`config.mk`:
```
export PLATFORM = sky130hd
export DESIGN_NAME = sli_indicator
export DESIGN_NICKNAME = d
export VERILOG_FILES = /design/src/sli_pkg.sv /design/src/sli_sync_if.sv /design/src/sli_sync.sv /design/src/sli_indicator.sv
export SDC_FILE = /design/constraint.sdc
export NUM_CORES = 1
export LEC_CHECK = 0
export BUFFER_PORTS_ARGS = -buffer_cell sky130_fd_sc_hd__buf_2
export CORE_AREA = 2 2 145 147
export CTS_BUF_LIST = sky130_fd_sc_hd__clkbuf_16
export DETAILED_ROUTE_END_ITERATION = 10
export DIE_AREA = 0 0 147 149
export GPL_TIMING_DRIVEN = 0
export MAX_ROUTING_LAYER = met4
export PLACE_DENSITY_LB_ADDON = 0.2
export RECOVER_POWER = 100
export SETUP_SLACK_MARGIN = 0.2
export SYNTH_ARGS = -nofsm -noshare
export SYNTH_HDL_FRONTEND = slang
export SYNTH_HIERARCHICAL = 1
export SYNTH_SLANG_ARGS = --single-unit
export TNS_END_PERCENT = 50
```
`constraint.sdc`:
```
create_clock -name pclk -period 9.2 [get_ports pclk]
set_input_delay 1.38 -clock pclk [delete_from_list [all_inputs] [get_ports pclk]]
set_output_delay 1.38 -clock pclk [all_outputs]
set_load 0.1 [all_outputs]
```
`src/sli_pkg.sv`:
```
package sli_pkg;

  // Clock rate and the base tick that times every lamp pattern
  localparam int CLK_KHZ          = 10000;
  localparam int TICK_MS          = 25;
  localparam int TICK_CYCLES_DFLT = TICK_MS * CLK_KHZ;

  // Pattern times in milliseconds
  localparam int TEST_MS      = 100;
  localparam int FAST_MS      = 75;
  localparam int HALF_MS      = 500;
  localparam int FLICK_ON_MS  = 1000;
  localparam int FLICK_OFF_MS = 300;
  localparam int STEADY_MS    = 500;
  localparam int BLIP_MS      = 50;

  // Pattern times in ticks
  localparam logic [5:0] TEST_TICKS      = 6'(TEST_MS / TICK_MS);
  localparam logic [5:0] FAST_TICKS      = 6'(FAST_MS / TICK_MS);
  localparam logic [5:0] HALF_TICKS      = 6'(HALF_MS / TICK_MS);
  localparam logic [5:0] FLICK_ON_TICKS  = 6'(FLICK_ON_MS / TICK_MS);
  localparam logic [5:0] FLICK_OFF_TICKS = 6'(FLICK_OFF_MS / TICK_MS);
  localparam logic [5:0] STEADY_TICKS    = 6'(STEADY_MS / TICK_MS);
  localparam logic [5:0] BLIP_TICKS      = 6'(BLIP_MS / TICK_MS);
  localparam logic [2:0] TEST_FLASHES    = 3'h3;

  // Configuration switches and the cutoff ladder
  localparam int         SW_NUM     = 10;
  localparam logic [2:0] CUT_OFF    = 3'h0;
  localparam logic [2:0] CUT_LEAD   = 3'h1;
  localparam logic [4:0] CUT_STEP_V = 5'h03;

  // Synchroniser lane positions
  localparam int SYNC_W    = 24;
  localparam int IDX_SW    = 0;
  localparam int IDX_OC    = 10;
  localparam int IDX_OH    = 11;
  localparam int IDX_MBL   = 12;
  localparam int IDX_MBH   = 13;
  localparam int IDX_LBL   = 14;
  localparam int IDX_QF    = 15;
  localparam int IDX_PULSE = 16;
  localparam int IDX_SER   = 17;
  localparam int IDX_MACT1 = 18;
  localparam int IDX_MACT2 = 19;
  localparam int IDX_ENC   = 20;

  // Register map, byte addresses
  localparam logic [11:0] REG_CTRL   = 12'h000;
  localparam logic [11:0] REG_STATUS = 12'h004;
  localparam logic [11:0] REG_SWITCH = 12'h008;
  localparam logic [11:0] REG_ENC    = 12'h00C;

  // Field positions and reset values
  localparam int         CTRL_LAMP_TEST_BIT = 0;
  localparam logic       CTRL_LAMP_TEST_RST = 1'b0;
  localparam int         ST_MODE_LSB        = 0;
  localparam int         ST_CUT_LSB         = 4;
  localparam int         ST_FAULT_LSB       = 7;
  localparam int         ST_RUN_BIT         = 14;
  localparam int         ST_QF_BIT          = 15;
  localparam int         ST_INH_BIT         = 16;
  localparam int         ENC1_LSB           = 16;
  localparam logic [15:0] ENC_RST           = 16'h0000;

  typedef enum logic [3:0] {
    MODE_SERVO   = 4'b0001,
    MODE_ANALOG  = 4'b0010,
    MODE_SSERIAL = 4'b0100,
    MODE_PSERIAL = 4'b1000
  } sli_mode_t;

  typedef enum logic [6:0] {
    FLT_NONE = 7'b0000001,
    FLT_OC   = 7'b0000010,
    FLT_OH   = 7'b0000100,
    FLT_MBL  = 7'b0001000,
    FLT_MBH  = 7'b0010000,
    FLT_LBL  = 7'b0100000,
    FLT_QF   = 7'b1000000
  } sli_fault_t;

  typedef enum logic [1:0] {
    PH_TEST = 2'b01,
    PH_RUN  = 2'b10
  } sli_phase_t;

endpackage : sli_pkg

```
`src/sli_sync_if.sv`:
```
interface sli_sync_if #(
  parameter int W = 1
);
  logic [W-1:0] raw;
  logic [W-1:0] sync;

  modport core (input raw, output sync);
  modport user (output raw, input sync);
endinterface : sli_sync_if

```
`src/sli_sync.sv`:
```
module sli_sync #(
  parameter int W = 1
) (
  // Clock and reset
  input wire logic pclk,
  input wire logic presetn,
  // Raw pins in, settled copies out
  sli_sync_if.core port
);
  import sli_pkg::*;

  logic [W-1:0] stage1;
  logic [W-1:0] stage2;

  // Two flops per lane; only stage2 reads stage1
  always_ff @(posedge pclk or negedge presetn) begin
    if (!presetn) begin
      stage1 <= '0;
      stage2 <= '0;
    end else begin
      stage1 <= port.raw;
      stage2 <= stage1;
    end
  end

  assign port.sync = stage2;

endmodule : sli_sync

```
`src/sli_indicator.sv`:
```
// What this block does
// - After power-up flash all three lamps three times before normal display.
// - Analog mode keeps the activity lamp lit steadily.
// - Servo mode keeps activity lamp lit, blinking briefly on each pulse.
// - Serial modes keep activity lamp lit, blinking briefly on receive.
// - Motor lamp lit while either motor channel is active.
// - Over-current holds the fault lamp lit steadily.
// - Over-heat blinks the fault lamp at 0.075 second intervals.
// - Main battery low blinks the fault lamp at half-second intervals unless the cutoff is off.
// - Main battery high flickers fault lamp, 1 s lit, 0.3 s dark.
// - Logic battery low blinks fault lamp 0.5 s lit, 0.5 s dark.
// - Decoder failure at start-up alternates fault and motor lamps.
// - Switches 8 to 10 pick off, lead-acid, or 6V to 21V cutoff.
// - Inhibit motors when main battery falls below the selected cutoff.
// - Active-low reset pin reinitialises everything while held low.
// - Ten switches, on reads as one, off reads as zero.
// - Exactly four control modes are decoded from the switches.
// - Servo mode takes speed and direction from servo pulses; this block uses ctrl_pulse only to blink the activity lamp.
// - Encoders count up when A leads B, down when B leads.
// - Switches 1, 2 and 3 all off select analog mode.
// - Switch 1 on is servo; 1 off, 2 on, 3 off is simple serial.
//
// Decided for this implementation: register access over APB and the address map.
module sli_indicator #(
  parameter int TICK_CYCLES = sli_pkg::TICK_CYCLES_DFLT
) (
  // Clock and reset
  input  wire logic               pclk,
  input  wire logic               presetn,
  // APB slave
  input  wire logic               psel,
  input  wire logic               penable,
  input  wire logic               pwrite,
  input  wire logic [11:0]        paddr,
  input  wire logic [31:0]        pwdata,
  output logic      [31:0]        prdata,
  output logic                    pready,
  output logic                    pslverr,
  // Configuration switch bank, bit n is switch n+1
  input  wire logic [9:0]         config_switch,
  // Fault sensing
  input  wire logic               over_current,
  input  wire logic               over_heat,
  input  wire logic               main_batt_low,
  input  wire logic               main_batt_high,
  input  wire logic               logic_batt_low,
  input  wire logic               quad_decoder_fail,
  // Activity sensing
  input  wire logic               ctrl_pulse,
  input  wire logic               serial_rx_active,
  input  wire logic               motor1_active,
  input  wire logic               motor2_active,
  // Encoder channels
  input  wire logic               enc1_a,
  input  wire logic               enc1_b,
  input  wire logic               enc2_a,
  input  wire logic               enc2_b,
  // Lamps
  output logic                    activity_lamp,
  output logic                    motor_active_lamp,
  output logic                    fault_lamp,
  // Decoded configuration
  output sli_pkg::sli_mode_t      op_mode,
  output logic      [2:0]         cutoff_code,
  output logic      [4:0]         cutoff_volts,
  output logic                    batt_inhibit
);
  import sli_pkg::*;

  sli_sync_if #(.W(SYNC_W)) pins ();

  logic [17:0] tick_cnt;
  logic        tick;
  sli_phase_t  phase;
  logic [5:0]  test_cnt;
  logic [2:0]  flash_cnt;
  logic        test_on;
  logic        test_end;
  logic        qf_latched;
  sli_fault_t  fault_sel;
  sli_fault_t  next_fault;
  logic [5:0]  fcnt;
  logic        fault_on;
  logic [5:0]  on_len;
  logic [5:0]  off_len;
  logic        steady_on;
  logic [5:0]  bcnt;
  logic        pulse_d;
  logic        ser_d;
  logic        act_edge;
  logic        lamp_test;
  logic [9:0]  sw_s;
  logic [31:0] rd_word;
  logic        addr_hit;
  logic        wr_take;

  // Every switch, sensing and encoder pin is brought into the clock domain first; the APB pins are used directly
  assign pins.raw = {enc2_b, enc2_a, enc1_b, enc1_a,
                     motor2_active, motor1_active, serial_rx_active,
                     ctrl_pulse, quad_decoder_fail, logic_batt_low,
                     main_batt_high, main_batt_low, over_heat,
                     over_current, config_switch};
  sli_sync #(.W(SYNC_W)) u_sync (
    .pclk    (pclk),
    .presetn (presetn),
    .port    (pins)
  );
  // Switch on reads as one
  assign sw_s = pins.sync[IDX_SW +: SW_NUM];

  // Prescaler for the pattern tick
  always_ff @(posedge pclk or negedge presetn) begin
    if (!presetn) begin
      tick_cnt <= 18'h00000;
      tick     <= 1'b0;
    end else if (tick_cnt == 18'(TICK_CYCLES - 1)) begin
      tick_cnt <= 18'h00000;
      tick     <= 1'b1;
    end else begin
      tick_cnt <= tick_cnt + 18'h00001;
      tick     <= 1'b0;
    end
  end

  // Last dark period of the third flash
  assign test_end = tick && !test_on && (test_cnt == TEST_TICKS - 6'h01)
                    && (flash_cnt == TEST_FLASHES - 3'h1);

  // Power-up lamp flash, then normal display
  always_ff @(posedge pclk or negedge presetn) begin
    if (!presetn) begin
      phase     <= PH_TEST;
      test_cnt  <= 6'h00;
      flash_cnt <= 3'h0;
      test_on   <= 1'b1;
    end else begin
      case (phase)
        PH_TEST: begin
          if (tick) begin
            if (test_cnt == TEST_TICKS - 6'h01) begin
              test_cnt <= 6'h00;
              test_on  <= !test_on;
              if (!test_on) begin
                if (test_end) begin
                  phase <= PH_RUN;
                end else begin
                  flash_cnt <= flash_cnt + 3'h1;
                end
              end
            end else begin
              test_cnt <= test_cnt + 6'h01;
            end
          end
        end
        PH_RUN: test_on <= 1'b0;
        default: phase <= PH_TEST;
      endcase
    end
  end

  // Capture mode, cutoff and decoder health once after release
  always_ff @(posedge pclk or negedge presetn) begin
    if (!presetn) begin
      op_mode      <= MODE_ANALOG;
      cutoff_code  <= CUT_OFF;
      cutoff_volts <= 5'h00;
      qf_latched   <= 1'b0;
    end else if (test_end) begin
      // Settled switches are read only now
      if (sw_s[0]) begin
        op_mode <= MODE_SERVO;
      end else if (!sw_s[1] && !sw_s[2]) begin
        op_mode <= MODE_ANALOG;
      end else if (sw_s[1] && !sw_s[2]) begin
        op_mode <= MODE_SSERIAL;
      end else begin
        op_mode <= MODE_PSERIAL;
      end
      // Switch 8 is the low bit of the cutoff code
      cutoff_code <= {sw_s[9], sw_s[8], sw_s[7]};
      cutoff_volts <= ({sw_s[9], sw_s[8], sw_s[7]} > CUT_LEAD)
                      ? 5'({2'b00, sw_s[9], sw_s[8], sw_s[7]}) * CUT_STEP_V
                      : 5'h00;
      qf_latched <= pins.sync[IDX_QF];
    end
  end
  // Motor inhibit while below an enabled cutoff
  always_ff @(posedge pclk or negedge presetn) begin
    if (!presetn) begin
      batt_inhibit <= 1'b0;
    end else begin
      batt_inhibit <= (phase == PH_RUN) && (cutoff_code != CUT_OFF)
                      && pins.sync[IDX_MBL];
    end
  end

  // Pick the most urgent fault to show
  always_comb begin
    next_fault = FLT_NONE;
    if (phase != PH_RUN) begin
      next_fault = FLT_NONE;
    end else if (pins.sync[IDX_OC]) begin
      next_fault = FLT_OC;
    end else if (pins.sync[IDX_OH]) begin
      next_fault = FLT_OH;
    end else if (pins.sync[IDX_MBL] && cutoff_code != CUT_OFF) begin
      next_fault = FLT_MBL;
    end else if (pins.sync[IDX_MBH]) begin
      next_fault = FLT_MBH;
    end else if (pins.sync[IDX_LBL]) begin
      next_fault = FLT_LBL;
    end else if (qf_latched) begin
      next_fault = FLT_QF;
    end
  end
  // Lit and dark lengths; logic battery and decoder failure share one
  always_comb begin
    steady_on = (fault_sel == FLT_OC);
    case (fault_sel)
      FLT_OH: begin
        on_len  = FAST_TICKS;
        off_len = FAST_TICKS;
      end
      FLT_MBL: begin
        on_len  = HALF_TICKS;
        off_len = HALF_TICKS;
      end
      FLT_MBH: begin
        on_len  = FLICK_ON_TICKS;
        off_len = FLICK_OFF_TICKS;
      end
      default: begin
        on_len  = STEADY_TICKS;
        off_len = STEADY_TICKS;
      end
    endcase
  end

  // Fault pattern phase, restarted whenever the shown fault changes
  always_ff @(posedge pclk or negedge presetn) begin
    if (!presetn) begin
      fault_sel <= FLT_NONE;
      fcnt      <= 6'h00;
      fault_on  <= 1'b0;
    end else if (next_fault != fault_sel) begin
      fault_sel <= next_fault;
      fcnt      <= 6'h00;
      fault_on  <= (next_fault != FLT_NONE);
    end else if (fault_sel == FLT_NONE) begin
      fault_on <= 1'b0;
    end else if (steady_on) begin
      fault_on <= 1'b1;
    end else if (tick) begin
      if (fcnt >= (fault_on ? on_len : off_len) - 6'h01) begin
        fcnt     <= 6'h00;
        fault_on <= !fault_on;
      end else begin
        fcnt <= fcnt + 6'h01;
      end
    end
  end
  // Activity edge of the source that the mode listens to
  assign act_edge = (op_mode == MODE_SERVO)
                    ? (pins.sync[IDX_PULSE] && !pulse_d)
                    : (pins.sync[IDX_SER] && !ser_d);

  // Brief dark blip on control activity
  always_ff @(posedge pclk or negedge presetn) begin
    if (!presetn) begin
      pulse_d <= 1'b0;
      ser_d   <= 1'b0;
      bcnt    <= 6'h00;
    end else begin
      pulse_d <= pins.sync[IDX_PULSE];
      ser_d   <= pins.sync[IDX_SER];
      if (phase == PH_RUN && op_mode != MODE_ANALOG && act_edge) begin
        bcnt <= BLIP_TICKS;
      end else if (tick && bcnt != 6'h00) begin
        bcnt <= bcnt - 6'h01;
      end
    end
  end
  // Lamp drivers
  always_ff @(posedge pclk or negedge presetn) begin
    if (!presetn) begin
      activity_lamp     <= 1'b0;
      motor_active_lamp <= 1'b0;
      fault_lamp        <= 1'b0;
    end else if (phase != PH_RUN || lamp_test) begin
      activity_lamp     <= test_on || lamp_test;
      motor_active_lamp <= test_on || lamp_test;
      fault_lamp        <= test_on || lamp_test;
    end else begin
      activity_lamp <= (op_mode == MODE_ANALOG) || (bcnt == 6'h00);
      motor_active_lamp <= (fault_sel == FLT_QF) ? !fault_on
                           : (pins.sync[IDX_MACT1]
                              || pins.sync[IDX_MACT2]);
      fault_lamp <= fault_on;
    end
  end
  // Quadrature counters, one per channel
  for (genvar ch = 0; ch < 2; ch++) begin : g_enc
    logic        a_now;
    logic        b_now;
    logic [1:0]  prev;
    logic [15:0] count;
    assign a_now = pins.sync[IDX_ENC + 2 * ch];
    assign b_now = pins.sync[IDX_ENC + 2 * ch + 1];
    // A single-bit change steps; A leading counts up
    always_ff @(posedge pclk or negedge presetn) begin
      if (!presetn) begin
        prev  <= 2'h0;
        count <= ENC_RST;
      end else begin
        prev <= {a_now, b_now};
        if ((a_now ^ prev[1]) != (b_now ^ prev[0])) begin
          count <= (a_now ^ prev[0]) ? count + 16'h0001
                                     : count - 16'h0001;
        end
      end
    end
  end
  // Read decode
  always_comb begin
    rd_word  = 32'h00000000;
    addr_hit = 1'b1;
    case (paddr)
      REG_CTRL: rd_word[CTRL_LAMP_TEST_BIT] = lamp_test;
      REG_STATUS: begin
        rd_word[ST_MODE_LSB +: 4]  = op_mode;
        rd_word[ST_CUT_LSB +: 3]   = cutoff_code;
        rd_word[ST_FAULT_LSB +: 7] = fault_sel;
        rd_word[ST_RUN_BIT]        = (phase == PH_RUN);
        rd_word[ST_QF_BIT]         = qf_latched;
        rd_word[ST_INH_BIT]        = batt_inhibit;
      end
      REG_SWITCH: rd_word[SW_NUM-1:0] = sw_s;
      REG_ENC: rd_word = {g_enc[1].count, g_enc[0].count};
      default: addr_hit = 1'b0;
    endcase
  end
  // APB answer one cycle into the access phase
  always_ff @(posedge pclk or negedge presetn) begin
    if (!presetn) begin
      pready  <= 1'b0;
      pslverr <= 1'b0;
      prdata  <= 32'h00000000;
    end else if (psel && penable && !pready) begin
      pready  <= 1'b1;
      pslverr <= !addr_hit;
      prdata  <= pwrite ? 32'h00000000 : rd_word;
    end else begin
      pready  <= 1'b0;
      pslverr <= 1'b0;
    end
  end
  // Writes land at the completing edge
  assign wr_take = psel && penable && pready && pwrite;
  always_ff @(posedge pclk or negedge presetn) begin
    if (!presetn) begin
      lamp_test <= CTRL_LAMP_TEST_RST;
    end else if (wr_take && paddr == REG_CTRL) begin
      lamp_test <= pwdata[CTRL_LAMP_TEST_BIT];
    end
  end

endmodule : sli_indicator

```
=== Yosys cells after proc, flatten, opt, wreduce, memory -nomap -nowiden ===
Index checks and enable logic that the tools add are counted.

* Word-level logic and storage cells: 177
* Output and inout bits: 50
* Bits in registers: 189
* Bits of input ports: 73

* Reduce and logical (&&, ||, !) cells: 46
* Equal/unequal tests: 27
* $lt $le $gt $ge: 2
* Bitwise logic cells: 9
* Add/sub/neg operators: 10
* Multiply operators: 1
* Multiplexer cells: 52

{| class="wikitable"
|+ Operators with widths
! kind !! count
|-
| $mux W6 || 9
|-
| $mux W7 || 7
|-
| $add A16 B1 Y16 const B || 2
|-
| $mux W16 || 2
|-
| $mux W32 || 1
|-
| $sub A16 B1 Y16 const B || 2
|-
| $pmux W9 S3 || 1
|-
| $eq A12 B4 Y1 const B || 2
|-
| $add A18 B1 Y18 const B || 1
|-
| $eq A18 B18 Y1 const B || 1
|-
| $logic_and A1 B1 Y1 || 18
|-
| $mux W18 || 1
|-
| $mux W1 || 16
|-
| $mux W15 || 1
|-
| $pmux W7 S2 || 1
|-
| $add A6 B1 Y6 const B || 2
|-
| $eq A12 B3 Y1 const B || 1
|-
| $logic_not A12 Y1 || 1
|-
| $mux W4 || 3
|-
| $ne A2 B2 Y1 const B || 6
|-
| $pmux W6 S2 || 1
|-
| $sub A6 B1 Y6 const B || 2
|-
| $pmux W5 S2 || 1
|-
| $reduce_and A5 Y1 || 2
|-
| 37 further kinds || 63
|}

=== Longest topological paths before layout ===
* Word-level depth: 10
* Gate-level depth with buffers: 15
* Mapped depth without buffers: 15

=== Modules after synthesis ===
Netlist, hierarchy kept.

{| class="wikitable"
|+ By module, submodules not included
! module !! area an instance (um^2) !! cells each !! instances !! seq. area each (um^2)
|-
| sli_indicator || 7764.9 || 795 || 1 || 3533.4
|-
| sli_sync || 1201.2 || 48 || 1 || 1201.2
|}

=== Least setup slack after synthesis ===
No wires, ideal clock.

* Kind: input to register
* Start point: input paddr[7]
* End point: register prdata[17]
* Slack: 5.990 ns
* Setup time: 0.069 ns
* Stages on the path: 6
* Path buffers: 1
* Arrival: 3.141 ns
* Required time: 9.131 ns
* Path through: or4_1 nor4_2 nand3_1 nor2_1 buf_2 a22o_1

* Longest elaborated chain between the ends: 3

{| class="wikitable"
|+ RTL lines
! what !! line !! text
|-
| start: declaration || sli_indicator.sv:34 || <nowiki>input wire logic [11:0] paddr,</nowiki>
|-
| $eq A12 B4 Y1 || sli_indicator.sv:327 || <nowiki>case (paddr)</nowiki>
|-
| $mux W15 || sli_indicator.sv:327 ||
|-
| $mux W32 || sli_indicator.sv:351 || <nowiki>prdata <= pwrite ? 32'h00000000 : rd_word;</nowiki>
|-
| end signal: assignment || sli_indicator.sv:351 ||
|-
| end: declaration || sli_indicator.sv:36 || <nowiki>output logic [31:0] prdata,</nowiki>
|}

Every way passes these cells.
A chain may end at the register's enable or synchronous reset.

==> metrics <==
stage delay of the slowest cell on the critical path=around 3000 ps; number of H-tree levels=4; slew at the pin with the worst max-slew slack=approximately 4400 ps; number of pins exceeding their max-slew limit in the final report=81; leakage power total=4.67 nW; Vias/cell=5.26; RSZ-0062 raised after global routing=no; number of buffers on the longest clock path=2; WS Path Type=in2async; summed instance area of the synthesized netlist=8970 um2; number of distinct library cells after synthesis=between 60 and 70; I/O pin cnt=123; number of buffers inserted by post-CTS setup repair=0; worst slack at placement=5140 ps; height of the die=approximately 150 um; signed area change from the synthesized netlist to the final layout=14.8%; detail-routed net length per standard cell=~15 um; sequential share of the synthesized area=52.8%; status=finished, violations left; gate count after technology mapping=843; final worst clock skew=just over 8 ps; Initial DRC Count=363; commonest cells after routing, fill and taps aside=dfrtp_1, nor2_1, nand2_1; core outline area=about 21,000 um2; number of nets in the synthesized netlist=963; post-route ant nets=0; total number of placement rows=53; Register-to-Register Setup Slack=5720 ps; grt ovf=0; dpl cells=1,210; failing checks=max-capacitance violations, max-slew violations; Die W=147 um; Maximum Capacitance Violations=1; share of layout cells above drive strength 1=9.10%; dominant synthesized flop cell=dfrtp_1; clock slew at the register clock pins of the worst setup and hold paths=70 ps; average footprint of a synthesized cell=~11 um2; insertion delay to the later sink of the worst-skew pair=440 ps; CP arrival=between 4000 and 5000 ps; type of the tightest min-delay check=reg2reg; Max transition margin=-194%; global-route wire length before repair=around 32,000 um; number of nets in the final layout=approximately 1.1k; cell type of the slowest stage on the worst timing path=clkbuf_1; pin count of the biggest net entering global routing=110; clock tree root driver cell=clkbuf_16; top-area cell type share of the netlist area=51.6%; number of resized instances in the post-cts repair step=0; Buf+Inv Stages, Crit Path=1; CTS sink count=189; top cells by area in the synthesized netlist=dfrtp_1, ha_1, nor2_1; port buffer count=91; number of buffers created by CTS=17; final hold viol count=0; post-layout util=about half; overall routing resource usage=18.7%; final setup TNS=0 ps; antenna violations before repair=0; Worst Path Required=8710 ps; proportion of synthesized flip-flops having asynchronous set or reset=between 90% and 100%; Worst Setup Slack, final=4210 ps; share of the cycle needed by the critical path after routing=54.2%; final total power=roughly 2.5 mW; HPWL reported at the end of detailed placement=13,600 um; time the worst path needs with I/O delays and setup=4990 ps; CP delay by family, top=buffers and inverters; Max Fanout on Critical Path=81; number of synthesized flops with an enable pin=0; leading cell type in the layout, fill and taps excluded=dfrtp_1; antenna diode count=0; vias=6,529; area enclosed by the die boundary=21,900 um2; final wirelength=approximately 19,000 um; effective utilization at floorplan=43.6%; cell type with the largest total area after synthesis=dfrtp_1; number of endpoints failing setup at the final stage=0; count of TritonRoute iterations in the first routing pass=5; vias in the first global route=6,315; Worst setup SP type=primary input; number of DRC violations after detailed routing=0; final estimated routing congestion in global placement=~0.86; CP Cell Sequence=clkbuf_1; highest ir drop seen on vdd=around 0.14 mV; TritonCTS clock tree=done; number of buffers inserted by hold repair at cts=0; power density cells=between 200 and 250 nW/um2; capturing element type of the critical path=async pin; max frequency=200 MHz; FF+latch count, synth=189; final standard cell count with taps included and fillers excluded=1,242; synth warn=6
final cells by class:
type                       count  area (um2)
fill                        1940       10300
sequential                   189        4730
timing repair buffer          92         415
multi-input combinational    603        4020
inverter                      26        97.6
clock buffer                  17         425
buffer                        25        93.8
tap                          275         344
clock inverter                15         168
power breakdown:
part           internal [mW]  leakage (nW)  switching (mW)
Combinational          0.312          1.97           0.402
Clock                  0.427         0.300           0.324
Sequential             0.918          2.41          0.0778
worst reg2reg max path, stage by stage (launching register included):
cell      delay (ps)
dfrtp_1          440
or2_2            320
nor3_1           200
nand2b_1         130
or3b_2           490
ha_1             210
xnor2_1          130
ha_1             200
or3_1            340
a31oi_1          220
o31ai_1          130
xnor2_1          220
a21oi_1           70
o31a_1           280
through the flow:
step / hold slack (ps) / area, um2
2_1_floorplan: 331 / 8970
3_3_place_gp: 331 / 9770
3_5_place_dp: 335 / 9800
4_1_cts: 345 / 10400
5_1_grt: 351 / 10300
6_report: 344 / 10300
Yosys cell counts (6+ instances only):
master    instances
a211oi_1          8
a21o_1           10
a21oi_1          51
a22o_1           16
clkbuf_1         21
dfrtp_1         185
ha_1             44
inv_1            25
mux2_2            7
mux2i_1          18
nand2_1          80
nand2b_1         13
nand3_1          16
nand4_1          11
nor2_1           81
nor3_1           13
nor4_1            9
o211ai_1          8
o21a_1            8
o21ai_0          52
o31ai_1           6
or3_1             8
xnor2_1          34
xor2_1           29
registers in the layout, summed over array words and instances, names as in the netlist, 2 cells and up:
name	flops
op_mode	4
u_sync/port.sync	24
phase	2
fault_sel	7
flash_cnt	3
cutoff_code	3
cutoff_volts	5
u_sync/stage1	24
fcnt	6
prdata	32
tick_cnt	18
test_cnt	6
g_enc.prev	4
g_enc.count	32
bcnt	6
logic make-up (layout without fill, tap and decap cells):
family / Yosys count / count (layout) / share of synthesized area (%)
adder cells (fa/ha/maj): 47 / 47 / 6.81
AND/OR/NAND/NOR: 278 / 278 / 15.4
flip-flops: 189 / 189 / 52.8
buffers and inverters: 51 / 175 / 2.15
XOR/XNOR: 63 / 63 / 6.15
multiplexers: 26 / 26 / 3.14
AO/OA/AOI/OAI: 189 / 189 / 13.6
layer usage:
metal  wire length, um  vias up  track usage [%]
li1                  -     3218                -
met2              8840      119             29.1
met3               644       25             3.15
met5                 0        -                -
met1              9160     3167             25.4
met4               303        0             5.72
final timing paths:
kind                                        start                   end  cells after the start
worst max register to register       fault_sel[5]              fault_on                     13
worst max-delay path                      presetn     g_enc[0].count[0]                      1
max in group pclk                        paddr[7]            prdata[20]                      7
worst min-delay path            u_sync/stage1[15]  u_sync/port.sync[15]                      0
min in group asynchronous                 presetn           tick_cnt[9]                      1
worst min register to register  u_sync/stage1[15]  u_sync/port.sync[15]                      0
Power figures use the tool's default switching activity.
